<file path="src/design/pef_pkg.sv">
package pef_pkg;
	// ***********************************************
	// target address and register map
	// ***********************************************
	localparam logic [6:0] PEF_I2C_ADDR  = 7'h2A; // arbitrary value
	localparam logic [7:0] ADR_TOP_EVT   = 8'h01; // group summary, read only
	localparam logic [7:0] ADR_CHG_FLAG  = 8'h04; // charger_event_flags
	localparam logic [7:0] ADR_CHG_MASK  = 8'h05; // charger_event_mask
	localparam logic [7:0] ADR_RAIL_FLAG = 8'h06; // rail_event_flags
	localparam logic [7:0] ADR_RAIL_MASK = 8'h07; // rail_event_mask
	localparam logic [7:0] ADR_CTL0      = 8'h09; // power_path_control
	localparam logic [7:0] ADR_CTL1      = 8'h0A; // supply_threshold_control
	localparam logic [7:0] ADR_CTL2      = 8'h0B; // system_undervoltage_control
	// ***********************************************
	// reset values
	// ***********************************************
	localparam logic [7:0] RST_FLAG      = 8'h00;
	localparam logic [7:0] RST_CHG_MASK  = 8'h7F; // all events masked
	localparam logic [7:0] RST_RAIL_MASK = 8'hFF; // reserved upper bits reset to 1
	localparam logic [7:0] RST_CTL0      = 8'h41; // limit code 010, power-good on
	localparam logic [7:0] RST_CTL1      = 8'h89; // prewarn 10, auto source, uvlo 01
	localparam logic [7:0] RST_CTL2      = 8'hCE; // system uvlo 11
	// ***********************************************
	// field layout
	// ***********************************************
	localparam logic [7:0] CHG_EDGE_BITS   = 8'h78; // timers and limit: rising edge
	localparam logic [7:0] CHG_CHANGE_BITS = 8'h07; // status bits: any change
	localparam logic [7:0] CHG_FLAG_BITS   = 8'h7F; // bit 7 reads zero
	localparam logic [7:0] RAIL_FLAG_BITS  = 8'h0F; // bits 7:4 read zero
	localparam logic [7:0] RAIL_BUCK_BITS  = 8'h0C;
	localparam logic [7:0] RAIL_REG_BITS   = 8'h03;
	localparam int CHG_DEAD = 6, CHG_ILIM = 5, CHG_FAST = 4, CHG_PREQ = 3;
	localparam int CHG_BATT = 2, CHG_VBAT = 1, CHG_OKB = 0;
	localparam int CTL0_ILIM_HI = 7, CTL0_ILIM_LO = 5, CTL0_SHIP = 4;
	localparam int CTL0_PDN = 3, CTL0_WDSTOP = 2, CTL0_PGEN = 0;
	localparam int CTL1_PREW_HI = 7, CTL1_PREW_LO = 6, CTL1_SRC_HI = 5, CTL1_SRC_LO = 4;
	localparam int CTL1_OVP = 2, CTL1_UVLO_HI = 1, CTL1_UVLO_LO = 0;
	localparam int CTL2_SUVLO_HI = 7, CTL2_SUVLO_LO = 6;
	localparam int TOP_CHG = 2, TOP_BUCK = 1, TOP_REG = 0;
	localparam int PIN_SCL = 0, PIN_SDA = 1, PIN_KEY = 2, PIN_N = 3;
	localparam logic [3:0] BIT_FULL = 4'h8; // bits in one byte
	// ***********************************************
	// timing
	// ***********************************************
	localparam int CLK_PERIOD_NS   = 40;
	localparam int SYS_RST_HOLD_NS = 2000; // least width of system reset pulse
	localparam logic [7:0] SYS_RST_CYC =
		8'((SYS_RST_HOLD_NS + CLK_PERIOD_NS - 1) / CLK_PERIOD_NS);
	// ***********************************************
	// types
	// ***********************************************
	typedef enum logic [2:0] {
		ST_IDLE = 3'b000, // bus not addressed
		ST_ADDR = 3'b001, // shifting address byte
		ST_REG  = 3'b010, // shifting register pointer
		ST_WR   = 3'b011, // shifting write data
		ST_ACK  = 3'b100, // driving acknowledge
		ST_RD   = 3'b101, // driving read data
		ST_MACK = 3'b110  // waiting for controller acknowledge
	} pef_state_t;
	typedef struct packed {
		logic dead_timer;   // dead charge timer expired
		logic ilim_active;  // input current limit engaged
		logic fast_timer;   // fast-charge timer expired
		logic preq_timer;   // pre-qualification timer expired
		logic battery_attached_status;
		logic battery_voltage_ok;
		logic charger_ok;
	} pef_chg_src_t;
	typedef struct packed {
		logic [2:0] input_current_limit_select;
		logic       ship_wake_select;
		logic       watchdog_charge_stop;
		logic       power_good_enable;
		logic [1:0] system_supply_prewarn;
		logic [1:0] system_supply_source;
		logic       input_overvoltage_select;
		logic [1:0] input_undervoltage_select;
		logic [1:0] system_undervoltage_select;
	} pef_cfg_t;
endpackage

</file>
<file path="src/design/pef_top.sv">
`timescale 1ns/10ps
module pef_top
	import pef_pkg::*;
(
	// clock and reset
	input  wire logic         core_clk,
	input  wire logic         rst_b,
	// i2c target pins, open drain data
	input  wire logic         scl_in,
	input  wire logic         sda_in,
	output logic              sda_out,
	output logic              sda_oe,
	// on key pin, low when pressed
	input  wire logic         on_key_n_in,
	// event sources from the analog blocks
	input  wire pef_chg_src_t chg_src,
	input  wire logic [3:0]   rail_good_raw,
	input  wire logic         input_supply_valid,
	input  wire logic         watchdog_expired,
	// configuration and status
	output pef_cfg_t          cfg,
	output logic [3:0]        rail_good,
	// system controls
	output logic              irq_out_n,
	output logic              system_reset_out_n,
	output logic              charge_enable,
	output logic              rail_power_up,
	output logic              rails_to_mode0,
	output logic              power_down_start
);
	// ***********************************************
	// pin synchronisers
	// ***********************************************
	logic [PIN_N-1:0] pin_raw;   // scl, sda, key
	logic [PIN_N-1:0] pin_s1_q;  // first stage, read only by second
	logic [PIN_N-1:0] pin_s2_q;
	logic [PIN_N-1:0] pin_s3_q;
	logic [PIN_N-1:0] pin_f_q;   // filtered level
	logic [PIN_N-1:0] pin_fd_q;  // filtered level one cycle late
	assign pin_raw = {on_key_n_in, sda_in, scl_in};

	genvar gi;
	generate
		for (gi = 0; gi < PIN_N; gi++) begin : g_pin
			// idle level of all three pins is high
			always_ff @(posedge core_clk) begin
				if (!rst_b) begin
					pin_s1_q[gi] <= 1'b1;
					pin_s2_q[gi] <= 1'b1;
					pin_s3_q[gi] <= 1'b1;
					pin_f_q[gi]  <= 1'b1;
					pin_fd_q[gi] <= 1'b1;
				end else begin
					pin_s1_q[gi] <= pin_raw[gi];
					pin_s2_q[gi] <= pin_s1_q[gi];
					pin_s3_q[gi] <= pin_s2_q[gi];
					// a change counts only once two stages agree
					if (pin_s2_q[gi] == pin_s3_q[gi]) begin
						pin_f_q[gi] <= pin_s3_q[gi];
					end
					pin_fd_q[gi] <= pin_f_q[gi];
				end
			end
		end
	endgenerate

	// bus conditions from the filtered levels
	logic scl_rise;
	logic scl_fall;
	logic bus_start;
	logic bus_stop;
	logic key_fall;
	assign scl_rise  = pin_f_q[PIN_SCL] & ~pin_fd_q[PIN_SCL];
	assign scl_fall  = ~pin_f_q[PIN_SCL] & pin_fd_q[PIN_SCL];
	assign bus_start = pin_f_q[PIN_SCL] & pin_fd_q[PIN_SCL]
		& pin_fd_q[PIN_SDA] & ~pin_f_q[PIN_SDA];
	assign bus_stop  = pin_f_q[PIN_SCL] & pin_fd_q[PIN_SCL]
		& ~pin_fd_q[PIN_SDA] & pin_f_q[PIN_SDA];
	assign key_fall  = ~pin_f_q[PIN_KEY] & pin_fd_q[PIN_KEY];

	// ***********************************************
	// i2c target engine
	// ***********************************************
	pef_state_t state_q;    // protocol state
	logic [3:0] bit_cnt_q;  // bits seen in current byte
	logic [7:0] shift_q;    // byte being shifted
	logic [7:0] ptr_q;      // register pointer, auto increments
	logic       rd_q;       // current transfer is a read
	logic       have_ptr_q; // pointer byte already received
	logic       sda_oe_q;   // pulling the data line low
	logic       wr_stb_q;   // one-cycle register write
	logic [7:0] wr_adr_q;
	logic [7:0] wr_dat_q;
	logic [7:0] rd_data;    // register at pointer

	// the engine acts only on filtered scl edges and start/stop conditions, so glitches shorter
	// than two clocks never move it
	always_ff @(posedge core_clk) begin
		if (!rst_b) begin
			state_q    <= ST_IDLE;
			bit_cnt_q  <= 4'h0;
			shift_q    <= 8'h00;
			ptr_q      <= 8'h00;
			rd_q       <= 1'b0;
			have_ptr_q <= 1'b0;
			sda_oe_q   <= 1'b0;
			wr_stb_q   <= 1'b0;
			wr_adr_q   <= 8'h00;
			wr_dat_q   <= 8'h00;
		end else begin
			wr_stb_q <= 1'b0;
			if (bus_start) begin
				// start or repeated start, pointer kept
				state_q    <= ST_ADDR;
				bit_cnt_q  <= 4'h0;
				have_ptr_q <= 1'b0;
				sda_oe_q   <= 1'b0;
			end else if (bus_stop) begin
				state_q  <= ST_IDLE;
				sda_oe_q <= 1'b0;
			end else if (scl_rise) begin
				case (state_q)
					ST_ADDR, ST_REG, ST_WR: begin
						shift_q   <= {shift_q[6:0], pin_f_q[PIN_SDA]};
						bit_cnt_q <= bit_cnt_q + 4'h1;
					end
					ST_RD: begin
						bit_cnt_q <= bit_cnt_q + 4'h1;
					end
					ST_MACK: begin
						// controller nack ends the read
						if (pin_f_q[PIN_SDA]) begin
							state_q <= ST_IDLE;
						end
					end
					default: begin
					end
				endcase
			end else if (scl_fall) begin
				case (state_q)
					ST_ADDR: begin
						if (bit_cnt_q == BIT_FULL) begin
							if (shift_q[7:1] == PEF_I2C_ADDR) begin
								rd_q     <= shift_q[0];
								sda_oe_q <= 1'b1;
								state_q  <= ST_ACK;
							end else begin
								state_q <= ST_IDLE;
							end
						end
					end
					ST_REG: begin
						if (bit_cnt_q == BIT_FULL) begin
							ptr_q      <= shift_q;
							have_ptr_q <= 1'b1;
							sda_oe_q   <= 1'b1;
							state_q    <= ST_ACK;
						end
					end
					ST_WR: begin
						if (bit_cnt_q == BIT_FULL) begin
							wr_stb_q <= 1'b1;
							wr_adr_q <= ptr_q;
							wr_dat_q <= shift_q;
							ptr_q    <= ptr_q + 8'h01;
							sda_oe_q <= 1'b1;
							state_q  <= ST_ACK;
						end
					end
					ST_ACK: begin
						bit_cnt_q <= 4'h0;
						if (rd_q) begin
							shift_q  <= rd_data;
							sda_oe_q <= ~rd_data[7];
							state_q  <= ST_RD;
						end else begin
							sda_oe_q <= 1'b0;
							state_q  <= have_ptr_q ? ST_WR : ST_REG;
						end
					end
					ST_RD: begin
						if (bit_cnt_q == BIT_FULL) begin
							// release the line for the controller acknowledge
							sda_oe_q <= 1'b0;
							ptr_q    <= ptr_q + 8'h01;
							state_q  <= ST_MACK;
						end else begin
							sda_oe_q <= ~shift_q[3'(4'h7 - bit_cnt_q)];
						end
					end
					ST_MACK: begin
						bit_cnt_q <= 4'h0;
						shift_q   <= rd_data;
						sda_oe_q  <= ~rd_data[7];
						state_q   <= ST_RD;
					end
					default: begin
					end
				endcase
			end
		end
	end

	assign sda_out = 1'b0;
	assign sda_oe  = sda_oe_q;

	// ***********************************************
	// configuration registers
	// ***********************************************
	logic [7:0] chg_mask_q;  // charger_event_mask
	logic [7:0] rail_mask_q; // rail_event_mask
	logic [7:0] ctl0_q;      // power_path_control
	logic [7:0] ctl1_q;      // supply_threshold_control
	logic [7:0] ctl2_q;      // system_undervoltage_control

	// plain read/write storage, reserved bits kept as written
	always_ff @(posedge core_clk) begin
		if (!rst_b) begin
			chg_mask_q  <= RST_CHG_MASK;
			rail_mask_q <= RST_RAIL_MASK;
			ctl0_q      <= RST_CTL0;
			ctl1_q      <= RST_CTL1;
			ctl2_q      <= RST_CTL2;
		end else if (wr_stb_q) begin
			case (wr_adr_q)
				ADR_CHG_MASK:  chg_mask_q  <= wr_dat_q;
				ADR_RAIL_MASK: rail_mask_q <= wr_dat_q;
				ADR_CTL0:      ctl0_q      <= wr_dat_q;
				ADR_CTL1:      ctl1_q      <= wr_dat_q;
				ADR_CTL2:      ctl2_q      <= wr_dat_q;
				default: begin
				end
			endcase
		end
	end

	// field view for the analog side; codes pass through untouched
	always_comb begin
		cfg.input_current_limit_select = ctl0_q[CTL0_ILIM_HI:CTL0_ILIM_LO];
		cfg.ship_wake_select           = ctl0_q[CTL0_SHIP];
		cfg.watchdog_charge_stop       = ctl0_q[CTL0_WDSTOP];
		cfg.power_good_enable          = ctl0_q[CTL0_PGEN];
		cfg.system_supply_prewarn      = ctl1_q[CTL1_PREW_HI:CTL1_PREW_LO];
		cfg.system_supply_source       = ctl1_q[CTL1_SRC_HI:CTL1_SRC_LO];
		cfg.input_overvoltage_select   = ctl1_q[CTL1_OVP];
		cfg.input_undervoltage_select  = ctl1_q[CTL1_UVLO_HI:CTL1_UVLO_LO];
		cfg.system_undervoltage_select = ctl2_q[CTL2_SUVLO_HI:CTL2_SUVLO_LO];
	end

	// comparators disabled force every status bit low
	assign rail_good = ctl0_q[CTL0_PGEN] ? rail_good_raw : 4'h0;

	// ***********************************************
	// event flags
	// ***********************************************
	logic [7:0] chg_src_v;   // sources in flag bit order
	logic [7:0] chg_prev_q;  // sources one cycle late
	logic [7:0] rail_src_v;
	logic [7:0] rail_prev_q;
	logic [7:0] chg_set;     // flag set this cycle
	logic [7:0] rail_set;
	logic [7:0] chg_clr;     // flag cleared by host this cycle
	logic [7:0] rail_clr;
	logic [7:0] chg_flag_q;  // charger_event_flags
	logic [7:0] rail_flag_q; // rail_event_flags
	assign chg_src_v  = {1'b0, chg_src};
	assign rail_src_v = {4'h0, rail_good};
	assign chg_set = ((chg_src_v & ~chg_prev_q) & CHG_EDGE_BITS)
		| ((chg_src_v ^ chg_prev_q) & CHG_CHANGE_BITS);
	assign rail_set = (rail_src_v ^ rail_prev_q) & RAIL_FLAG_BITS;
	// reading never clears; only a write of ones does
	assign chg_clr  = (wr_stb_q && wr_adr_q == ADR_CHG_FLAG) ? wr_dat_q : 8'h00;
	assign rail_clr = (wr_stb_q && wr_adr_q == ADR_RAIL_FLAG) ? wr_dat_q : 8'h00;

	// set is ored after the clear so a fresh event is never lost
	always_ff @(posedge core_clk) begin
		if (!rst_b) begin
			chg_prev_q  <= RST_FLAG;
			rail_prev_q <= RST_FLAG;
			chg_flag_q  <= RST_FLAG;
			rail_flag_q <= RST_FLAG;
		end else begin
			chg_prev_q  <= chg_src_v;
			rail_prev_q <= rail_src_v;
			chg_flag_q  <= (chg_flag_q & ~chg_clr) | chg_set;
			rail_flag_q <= (rail_flag_q & ~rail_clr) | rail_set;
		end
	end

	// ***********************************************
	// group summaries and interrupt
	// ***********************************************
	logic [7:0] top_evt;  // read view of summary register
	logic       sum_any;
	assign top_evt[7:3]    = 5'h00;
	assign top_evt[TOP_CHG]  = |(chg_flag_q & ~chg_mask_q & CHG_FLAG_BITS);
	assign top_evt[TOP_BUCK] = |(rail_flag_q & ~rail_mask_q & RAIL_BUCK_BITS);
	assign top_evt[TOP_REG]  = |(rail_flag_q & ~rail_mask_q & RAIL_REG_BITS);
	assign sum_any = |top_evt;

	// level interrupt: further events while pending give no new edge
	logic irq_n_q;
	always_ff @(posedge core_clk) begin
		if (!rst_b) begin
			irq_n_q <= 1'b1;
		end else begin
			irq_n_q <= ~sum_any;
		end
	end
	assign irq_out_n = irq_n_q;

	// ***********************************************
	// read mux
	// ***********************************************
	always_comb begin
		case (ptr_q)
			ADR_TOP_EVT:   rd_data = top_evt;
			ADR_CHG_FLAG:  rd_data = chg_flag_q & CHG_FLAG_BITS;
			ADR_CHG_MASK:  rd_data = chg_mask_q;
			ADR_RAIL_FLAG: rd_data = rail_flag_q & RAIL_FLAG_BITS;
			ADR_RAIL_MASK: rd_data = rail_mask_q;
			ADR_CTL0:      rd_data = ctl0_q;
			ADR_CTL1:      rd_data = ctl1_q;
			ADR_CTL2:      rd_data = ctl2_q;
			default:       rd_data = 8'h00;
		endcase
	end

	// ***********************************************
	// power sequencing requests
	// ***********************************************
	logic       in_prev_q;   // input supply one cycle late
	logic       in_rise;
	logic       pd_start;    // host wrote power-down with bit set
	logic       pd_lock_q;   // rails off via power-down bit
	logic       pwr_up_q;
	logic       pd_q;
	logic       chg_en_q;
	logic       mode0_q;
	logic [7:0] rst_cnt_q;   // system reset hold counter
	logic       sys_n_q;
	assign in_rise  = input_supply_valid & ~in_prev_q;
	assign pd_start = wr_stb_q && wr_adr_q == ADR_CTL0 && wr_dat_q[CTL0_PDN];

	// plug-in (ship wake off) or key press (ship wake on) requests rail power-up; the power-down lock
	// blocks only the input path, so the key remains a way out
	always_ff @(posedge core_clk) begin
		if (!rst_b) begin
			in_prev_q <= 1'b0;
			pd_lock_q <= 1'b0;
			pwr_up_q  <= 1'b0;
			pd_q      <= 1'b0;
		end else begin
			in_prev_q <= input_supply_valid;
			pd_q      <= pd_start;
			pwr_up_q  <= (in_rise & ~ctl0_q[CTL0_SHIP] & ~pd_lock_q)
				| (key_fall & ctl0_q[CTL0_SHIP]);
			if (pd_start) begin
				pd_lock_q <= 1'b1;
			end else if (key_fall & ctl0_q[CTL0_SHIP]) begin
				pd_lock_q <= 1'b0;
			end
		end
	end

	// charging follows plug-in in both wake modes
	always_ff @(posedge core_clk) begin
		if (!rst_b) begin
			chg_en_q  <= 1'b0;
			mode0_q   <= 1'b0;
			rst_cnt_q <= 8'h00;
			sys_n_q   <= 1'b1;
		end else begin
			mode0_q <= watchdog_expired;
			if (watchdog_expired && ctl0_q[CTL0_WDSTOP]) begin
				chg_en_q <= 1'b0;
			end else if (in_rise) begin
				chg_en_q <= 1'b1;
			end else if (!input_supply_valid) begin
				chg_en_q <= 1'b0;
			end
			if (watchdog_expired) begin
				rst_cnt_q <= SYS_RST_CYC;
			end else if (rst_cnt_q != 8'h00) begin
				rst_cnt_q <= rst_cnt_q - 8'h01;
			end
			sys_n_q <= ~(watchdog_expired | (rst_cnt_q > 8'h01));
		end
	end
	assign rail_power_up      = pwr_up_q;
	assign power_down_start   = pd_q;
	assign charge_enable      = chg_en_q;
	assign rails_to_mode0     = mode0_q;
	assign system_reset_out_n = sys_n_q;
endmodule

</file>
<file path="config.mk">
export PLATFORM = sky130hd
export DESIGN_NAME = pef_top
export DESIGN_NICKNAME = d
export VERILOG_FILES = /design/src/design/pef_pkg.sv /design/src/design/pef_top.sv
export SDC_FILE = /design/constraint.sdc
export NUM_CORES = 1
export LEC_CHECK = 0
export ABC_AREA = 1
export BUFFER_PORTS_ARGS = -buffer_cell sky130_fd_sc_hd__buf_2
export CAP_MARGIN = 0
export CORE_MARGIN = 2
export CORE_UTILIZATION = 55
export CTS_CLUSTER_DIAMETER = 200
export DETAILED_ROUTE_END_ITERATION = 6
export GPL_TIMING_DRIVEN = 0
export HOLD_SLACK_MARGIN = 0.12
export PLACE_DENSITY = 0.71
export SLEW_MARGIN = 20
export SYNTH_ARGS = -nofsm -noshare
export SYNTH_HDL_FRONTEND = slang
export SYNTH_SLANG_ARGS = --single-unit
</file>
<file path="constraint.sdc">
create_clock -name core_clk -period 4.4 [get_ports core_clk]
set_input_delay 0.44 -clock core_clk [delete_from_list [all_inputs] [get_ports core_clk]]
set_output_delay 0.44 -clock core_clk [all_outputs]
set_load 0.005 [all_outputs]
</file>
# Word-level counts from Yosys, hierarchy flattened
# Cells that the tools add are included.
[op_classes]
add_sub_neg = 4
order_cmp = 2
n_eq_ne = 45
muxes = 44
n_bitwise = 47
reduce_logical = 43
[ops]
columns = ["op", "count"]
rows = [
  ["$eq 8x3->1 const B", 8],
  ["$mux 8", 8],
  ["$pmux 8 s8", 1],
  ["$eq 8x4->1 const B", 6],
  ["$pmux 8 s2", 2],
  ["$reduce_and 7->1", 4],
  ["$mux 3", 9],
  ["$mux 4", 5],
  ["$not 1->1", 18],
  ["$reduce_and 6->1", 3],
  ["$and 8x8->8", 2],
  ["$not 8->8", 2],
  ["$reduce_or 2->1", 8],
  ["$pmux 3 s5", 1],
  ["$and 7x7->7", 2],
  ["$mux 1", 14],
  ["$not 7->7", 2],
  ["$and 1x1->1", 12],
  ["$mux 6", 2],
  ["$reduce_or 11->1", 1],
  ["$ne 2x1->1 const B", 5],
  ["$ne 2x2->1 const B", 5],
  ["$ne 5x5->1 const B", 2],
  ["$reduce_and 2->1", 5],
  ["other kinds (41)", 58],
]
[totals]
regBits = 141
in_bits = 18
out_inout_bits = 27
elab_cells = 230

# Depth between registers and ports, before layout
# Gate-level depths: netlist (run 1).
[depth]
depth_word = 8
depth_mapped = 11
ltp_nobuf = 11

# Worst setup path before layout (run 1)
# No wires, ideal clock.
[synth_timing]
path_kind = "flip-flop to flip-flop"
from = "register bit_cnt_q[0]"
to = "register wr_adr_q[2]"
setup_time_ns = 0.128
arrival_ns = 1.489
setup_slack_ns = 2.784
stages_incl_launch_ff = 10
cell_sequence = "dfxtp_1 -> buf_2 -> inv_1 -> ha_1 -> nand2_1 -> nor2_2 -> nand3_2 -> buf_2 -> a21oi_1 -> nor2_1"
[synth_between]
elab_chain_len = 2
[synth_lines]
columns = ["element", "line_no", "rtl"]
rows = [
  ["from (decl)", "pef_top.sv:85", "logic [3:0] bit_cnt_q;"],
  ["from (signal assigned)", "pef_top.sv:125", "bit_cnt_q <= bit_cnt_q + 4'h1;"],
  ["from (signal assigned)", "pef_top.sv:128", "bit_cnt_q <= bit_cnt_q + 4'h1;"],
  ["$eq 4x4->1", "pef_top.sv:161", "if (bit_cnt_q == BIT_FULL) begin"],
  ["$reduce_and 6->1 (no source line)", "--", ""],
  ["to (signal assigned)", "pef_top.sv:163", "wr_adr_q <= ptr_q;"],
  ["to (decl)", "pef_top.sv:92", "logic [7:0] wr_adr_q;"],
]
# No other way between the ends.
# A chain may end at the register's enable or synchronous reset.

# Worst setup path in the final report (run 1)
[layout_timing]
from = "register bit_cnt_q[0]"
to = "register wr_adr_q[3]"
# The elaborated chain is that of the path after synthesis.

==> summary.md, run 1 <==
| Metric | Value |
|---|---|
| Outcome | finished clean |
| Slew Viols, Final | 0 |
| Most frequent cells in the layout | nand2_1 (199), dfxtp_1 (136), a21oi_1 (88) |
| Setup Fix Bufs, Post-CTS | 0 |
| Post-synthesis sequential area ratio | 44.6% |
| Hpwl dp | 11.8 mm |
| Worst VDD drop | 0.000340 V |
| First-pass GRT wire length | 26.9 mm |
| Nets@finish | 932 |
| FILL cells | 942 |
| # IOs | 45 |
| Syn Inst Count | 831 |
| # port buffers | 42 |
| Initial core utilization | 56.4% |
| P_leak | 3.33 nW |
| Min-Delay Path Class | input port to flip-flop |
| Ant. Diodes | 0 |
| Initial antenna violation count | 1 |
| Power, Total | 2.86 mW |
| Total number of yosys warnings | 0 |
| Mapped cell area | 6110 sq um |
| Drt first pass iters | 6 |
| Worst hold margin | 0.163 ns |
| Core ar. | 10800 sq um |
| DRT iter0 DRCs | 471 |
| Tightest Pin Transition | 0.811 ns |
| Crit Path Category | flip-flop to flip-flop |
| Die Y | 109 um |
| Fmax achieved | 487 MHz |
| Clk buf depth | 2 |
| Crit path DAT | 2.49 ns |
| Final period util | 46.7% |
| TritonCTS Sinks | 136 |
| Cts bufs inserted | 17 |
| H-Tree Depth | 4 |
| Chip width | 109 um |
| Clk_skew | 0.00653 ns |
| Syn nets | 860 |
| Unrepaired setup endpoints after global routing | false |
| Area Growth Syn to Fin | 18.0% |
| Final worst path period need | 2.06 ns |
| R2R depth | 9 |
| TNS Setup | 0 ns |
| Non-filler cells, final | 1055 |
| Final hold violation count | 0 |
| Root Driver | clkbuf_8 |
| Crit path launch | bit_cnt_q[0]$_SDFFE_PP0P_ |
| Post-Place Cells | 1013 |
| Startpoint Class | flip-flop |
| Post-CTS Resized | 0 |
| Netlist cell types | 41 |
| DRT Wirelength | 16.9 mm |
| DR DRC count | 0 |
| Via-to-Cell Ratio | 5.53 |
| Crit. End Element | flip-flop |
| Vias in the first global route | 5418 |
| Async S/R FF share, synth | 0% |
| Commonest non-fill, non-tap cell in the layout | nand2_1 |
| Clock transition at path regs | 0.06 ns |
| Internal reg-to-reg setup slack | 2.34 ns |
| Rows | 38 |
| Worst R2R Start | bit_cnt_q[0]$_SDFFE_PP0P_ |
| Slew HR | 45.9% |
| Setup violators final | 0 |
| Post-synth EDFFs | 0 |
| Via count | 5836 |
| Grt ovf | 0 |
| RR Endpoint | wr_adr_q[3]$_SDFFE_PN0P_ |
| CP max FO | 10 |
| Tot GR Track Use | 29.9% |
| CTS tree | done |
| Register bit total from synthesis | 136 |
| Final GP Congestion | 0.924 |
| Worst endpoint required time | 4.83 ns |
| Clock latency at the later pin of the worst-skew pair | 0.55 ns |
| Worst Setup EP | wr_adr_q[3]$_SDFFE_PN0P_ |
| Die Footprint | 12000 sq um |
| Max Cap Viol | 0 |
| Share of layout cells above drive strength 1 | 14.0% |
| Syn Area/Cell | 7.35 sq um |
| Routed WL per cell | 16.0 um |
| PwrDens | 397 nW/um^2 |
| Pin count of the biggest net entering global routing | 17 |
| Post-route ant nets | 0 |
| Most common flop cell mapped by yosys | dfxtp_1 |
how the worst min path moves through the flow:
stage | start | to | slack, ns | cells past startpoint
final | watchdog_expired | charge_enable$_SDFFE_PP0P_ | 0.16 | 2
after CTS | watchdog_expired | charge_enable$_SDFFE_PP0P_ | 0.15 | 2
after detailed placement | pin_s1_q[1]$_SDFF_PN1_ | pin_s2_q[1]$_SDFF_PN1_ | 0.40 | 1
after global placement | pin_s1_q[2]$_SDFF_PN1_ | pin_s2_q[2]$_SDFF_PN1_ | 0.40 | 1
after global routing | watchdog_expired | charge_enable$_SDFFE_PP0P_ | 0.17 | 2
after floorplan | pin_s1_q[0]$_SDFF_PN1_ | pin_s2_q[0]$_SDFF_PN1_ | 0.39 | 1
layer usage:
layer	up-vias	part of all wire (%)	wire length [um]	track usage, %
met4	0	3.2	537	12.7
met1	2707	44	7380	38.3
met5	-	0	0	0
li1	2866	-	-	-
met2	221	46	7730	47.8
met3	42	7.2	1210	7.82
Yosys cell counts (2+ instances only):
library cell	count	area share [%]
nor3b_1	2	0.25
o21bai_1	2	0.25
buf_4	17	2.1
dfxtp_1	136	45
buf_2	6	0.49
clkinv_1	3	0.18
nand2_1	199	12
nand2_2	2	0.20
xnor2_1	4	0.57
nor3_1	4	0.33
inv_1	80	4.9
nand3b_1	2	0.25
nand3_2	2	0.33
nand3_1	42	3.4
o22ai_1	4	0.41
nor2_2	8	0.82
nor2_1	60	3.7
a21oi_1	88	7.2
o21ai_0	73	6.0
xor2_1	7	1.0
ha_1	11	2.3
o211ai_1	29	3.6
inv_2	4	0.25
or2_2	10	1.0
clkbuf_1	13	0.80
a31oi_1	3	0.31
nand4_1	6	0.61
worst max-delay path, cell delays in order, from the launching register on:
cell and delay, ns:
dfxtp_1 0.31, buf_2 0.17, inv_1 0.14, ha_1 0.20
nand2_1 0.07, nor2_2 0.30, nand3_2 0.21, clkbuf_2 0.24
o21ai_0 0.23, a21oi_1 0.07
sequential cells by signal (all words and copies together), names as in the netlist, 8 cells and up:
register     count
ctl2_q           8
ctl0_q           8
ptr_q            8
shift_q          8
rst_cnt_q        8
wr_dat_q         8
chg_mask_q       8
wr_adr_q         8
ctl1_q           8
rail_mask_q      8
report_power, final:
group | switching, mW | internal (mW)
combinational | 0.0756 | 0.0500
sequential | 0.0188 | 1.26
clock | 0.552 | 0.905
cell families after synthesis:
| logic type | synth area share [%] |
|---|---|
| and+or+nand+nor | 24.0 |
| buffers and inverters | 8.87 |
| AOI/OAI and AO/OA | 18.7 |
| xor gates and xnor gates | 1.58 |
| DFF | 44.6 |
| other | 0.0614 |
| adders and majority gates | 2.25 |
area by class of cell:
type / count / area, sq um / area share [%]
plain buffers: 38 / 215 / 2.99
clock buffers: 20 / 455 / 6.32
clock inverters: 11 / 148 / 2.05
inverters: 87 / 327 / 4.53
multi-input cells: 570 / 2850 / 39.5
flip-flops and latches: 136 / 2720 / 37.8
well taps: 140 / 175 / 2.43
repair buffers: 53 / 320 / 4.44
stage by stage:
step / setup slack, ns / utilization [%] / area, sq um
2_1_floorplan: 2.78 / - / 6110
3_3_place_gp: 2.49 / 59.9 / 6500
3_5_place_dp: 2.40 / 59.9 / 6500
4_1_cts: 2.39 / 66.5 / 7210
5_1_grt: 2.18 / 66.5 / 7210
6_report: 2.34 / 66.5 / 7210
what timing repair did:
action / CTS / global route
setup endpoints to repair: 0 / 0
hold endpoints to repair: 11 / 0
hold buffers: 11 / 0
(Power assumes the default switching activity.)
==> inputs of run 2 (changes only) <==
Settings changed: ABC_AREA 1 to 0, CORE_UTILIZATION 55 to 54, PLACE_DENSITY 0.71 to 0.72.
Clock period 4.4 ns to 1.65 ns, I/O delays scaled along.
==> run 2 against run 1 <==
Effect of this change:
- the flow now finishes with violations (design-rule violations, negative setup slack)
- register-to-register slack worse by 2.6 ns
- sequential power rose to 2.7 times the previous value
- largest power group unchanged
- largest cell class unchanged
- count of clock-buffer cells in the layout fell by 1
- hold slack better by 0.047 ns
- flip-flop and latch count unchanged
- non-clock buffer count up 61
- clock power grew to 2.6 times the previous value
- die area is 5.9% higher
- first-iteration DRC count is 23% higher
- final cell count decreased by 6.4%
==> summary.md, run 2 <==
| Metric | Value |
|---|---|
| Unrepaired setup endpoints after global routing | true |
| Clock transition at path regs | 0.06 ns (about the same) |
| Worst endpoint required time | 1.99 ns (-2.84 ns) |
| CP peak stage delay | 0.42 ns (+0.11 ns) |
| Final core occ | 75.3% (+8.8 points) |
| Grt ovf | 0 (unchanged) |
| Post-synthesis sequential area ratio | 42.8% (-1.8 points) |
| Syn nets | 748 (-13%) |
| Hpwl dp | 12.1 mm (+2.3%) |
| DR DRC count | 2 (+2) |
| Fmax achieved | 512 MHz (+5.3%) |
| DRT iter0 DRCs | 581 (+23%) |
| Ant. Diodes | 0 (unchanged) |
| Clk_skew | 0.0114 ns (+0.00485 ns) |
| Internal reg-to-reg setup slack | -0.30 ns (-2.65 ns) |
| Syn Inst Count | 719 (-13%) |
| Register bit total from synthesis | 136 (unchanged) |
| Share of layout cells above drive strength 1 | 34.3% (+20 points) |
| Final GP Congestion | 0.935 (+1.2%) |
| P_leak | 3.23 nW (-3.1%) |
| Startpoint Class | flip-flop |
| Post-synth EDFFs | 0 (unchanged) |
| Slew Viols, Final | 0 (unchanged) |
| Most common flop cell mapped by yosys | dfxtp_1 |
| # IOs | 45 (unchanged) |
| Vias in the first global route | 5744 (+6.0%) |
| Crit. End Element | flip-flop |
| Die Footprint | 12700 sq um (+5.9%) |
| Mapped cell area | 6370 sq um (+4.2%) |
| Most frequent cells in the layout | dfxtp_1 (125), nand2_1 (61), nor2_1 (47) |
| Outcome | finished, violations left |
| Pin count of the biggest net entering global routing | 17 (unchanged) |
| Worst VDD drop | 0.00123 V (+260%) |
| Count leader, synth | dfxtp_1 |
| Min-Delay Path Class | input port to flip-flop |
| Netlist cell types | 64 (+56%) |
| Area Growth Syn to Fin | 35.5% |
| Commonest non-fill, non-tap cell in the layout | dfxtp_1 |
| Tightest Pin Transition | 0.826 ns (+0.0148 ns) |
| Core ar. | 11500 sq um (+5.8%) |
| PwrDens | 893 nW/um^2 (+130%) |
| Setup violators final | 95 (+95) |
| Final setup margin | -0.301 ns (-2.65 ns) |
| Tot GR Track Use | 30.4% (+0.49 points) |
| Post-route ant nets | 0 (unchanged) |
| Clock latency at the later pin of the worst-skew pair | 0.42 ns (-0.13 ns) |
| Crit path DAT | 2.29 ns (-0.20 ns) |
| Total number of yosys warnings | 0 (unchanged) |
| CP max FO | 5 (-5) |
| Worst R2R Start | ptr_q[0]$_SDFFE_PN0P_ |
| CTS tree | done |
| Via-to-Cell Ratio | 5.90 (+6.7%) |
| H-Tree Depth | 4 (unchanged) |
| Final period util | 118% (+72 points) |
| Nets@finish | 861 (-7.6%) |
| Die Y | 113 um (+2.9%) |
| Violations in the final reports | design-rule violations, negative setup slack |
| DRT Wirelength | 19.3 mm (+14%) |
| Top-area cell type share of the netlist area | 42.8% (-1.8 points) |
| Syn Area/Cell | 8.86 sq um (+20%) |
| Slew HR | 44.9% (-0.99 points) |
| Cts bufs inserted | 17 (unchanged) |
| Async S/R FF share, synth | 0% (unchanged) |
| Synth area leaders | dfxtp_1 (43%), mux2i_1 (6.8%), nand2_1 (4.9%), nor2_1 (2.9%), buf_4 (2.5%) |
| FILL cells | 813 (-14%) |
| Final worst path period need | 1.95 ns (-0.104 ns) |
| Chip width | 113 um (+2.9%) |
| Synth cell count leaders | dfxtp_1 (136), nand2_1 (83), nor2_1 (50) |
| Rows | 39 (+2.6%) |
| Final hold violation count | 0 (unchanged) |
| Worst hold margin | 0.210 ns (+0.0473 ns) |
| TritonCTS Sinks | 136 (unchanged) |
| First-pass GRT wire length | 30.3 mm (+13%) |
| Initial antenna violation count | 0 (-1) |
| Clk buf depth | 2 (unchanged) |
| Crit Path Category | flip-flop to flip-flop |
| Routed WL per cell | 19.5 um (+22%) |
| Crit path max-delay cell type | a222oi_1 |
| R2R depth | 6 (-3) |
| Hold path cells | 2 (unchanged) |
| RR Endpoint | sda_oe$_SDFFE_PP0P_ |
| Area leader, netlist | dfxtp_1 |
| Via count | 5833 (-0.051%) |
| Root Driver | clkbuf_16 |
| Initial core utilization | 55.5% (-0.83 points) |
| Hold wc startpoint | rst_b |
| Drt first pass iters | 7 (+1) |
| Max Cap Viol | 0 (unchanged) |
| # port buffers | 42 (unchanged) |
| CP cell instances | ha_4 > clkbuf_16 > a222oi_1 > o22ai_2 > o311a_1 > a221oi_2 |
| WHS Endpoint | pin_fd_q[1]$_SDFF_PN1_ |
## run 2: changes by cell type after synthesis, moves of 21 or more
cell	delta
nand2_1	-116
o211ai_1	-27
nor2b_1	+24
nand3_1	-21
mux2i_1	+43
a21oi_1	-64
inv_1	-57
o21ai_0	-46
## run 2: repair_timing
item	CTS	global route
resized for setup	119	80
gates cloned	2	1
hold buffers	16	0
setup buffers	32	10
endpoints found under the setup margin	95	99
pin swaps	53	54
endpoints found under the hold margin	30	0
## run 2: worst max-delay path by stage
stage	from	cells past startpoint	to
CTS	ptr_q[1]$_SDFFE_PN0P_	6	sda_oe$_SDFFE_PP0P_
global placement	ptr_q[0]$_SDFFE_PN0P_	7	shift_q[2]$_SDFFE_PN0P_
finish	ptr_q[0]$_SDFFE_PN0P_	6	sda_oe$_SDFFE_PP0P_
global route	shift_q[6]$_SDFFE_PN0P_	5	sda_oe$_SDFFE_PP0P_
floorplan	pin_fd_q[0]$_SDFF_PN1_	8	shift_q[2]$_SDFFE_PN0P_
detailed placement	ptr_q[0]$_SDFFE_PN0P_	7	shift_q[4]$_SDFFE_PN0P_
## run 2: metrics by stage
| step | instance area, sq um | setup TNS (ns) | cells | setup WS [ns] | power, mW |
|---|---|---|---|---|---|
| CTS | 8260 | -14.53 | 981 | -0.329 | 7.70 |
| global route | 8630 | -24.45 | 988 | -0.423 | 7.90 |
| floorplan | 6490 | -4.36 | 719 | -0.190 | 3.72 |
| detailed placement | 6880 | -26.17 | 904 | -0.582 | 3.84 |
| global placement | 6880 | -23.16 | 904 | -0.547 | 3.83 |
| finish | 8630 | -18.06 | 988 | -0.301 | 7.71 |
## run 2: metal layers
layer	up-vias	global-route usage, %	share of wire, %
met3	42	7.13	7.6
met5	-	0	0
met4	0	11.4	1.9
met2	252	49.4	49
li1	2738	-	-
met1	2801	39.6	42
## run 2: layout make-up
cell class / count / area [sq um] / share of cell area, %
tap: 143 / 179 / 2.07
buffer: 52 / 360 / 4.18
multi-input combinational: 502 / 3860 / 44.7
inverter: 23 / 91.3 / 1.06
timing repair buffer: 100 / 797 / 9.23
sequential: 136 / 2750 / 31.8
clock buffer: 19 / 443 / 5.13
clock inverter: 13 / 154 / 1.78
## run 2: cell families (layout without fill, tap and decap cells)
kind of cell / Yosys count / after routing / share of synthesized area, %
buf+inv: 81 / 207 / 6.37
xor+xnor: 18 / 18 / 2.48
mux: 46 / 46 / 7.64
flops: 136 / 136 / 42.8
fa+ha+maj: 11 / 11 / 2.16
simple gates: 273 / 273 / 22.3
compound gates: 153 / 153 / 16.3
other cells: 1 / 1 / 0.0589
## run 2: worst max-delay path: cells and delay by family (launching register included)
| family | cells | cell delay, ns |
|---|---|---|
| compound gates | 4 | 1.18 |
| flops | 1 | 0.38 |
| fa+ha+maj | 1 | 0.17 |
| buf+inv | 1 | 0.14 |
## run 2: where the power goes
part / switching (mW) / leakage, nW / internal, mW / total (mW)
registers: 0.0563 / 1.11 / 3.35 / 3.41
clock network: 1.46 / 0.285 / 2.40 / 3.86
logic: 0.228 / 1.83 / 0.211 / 0.440
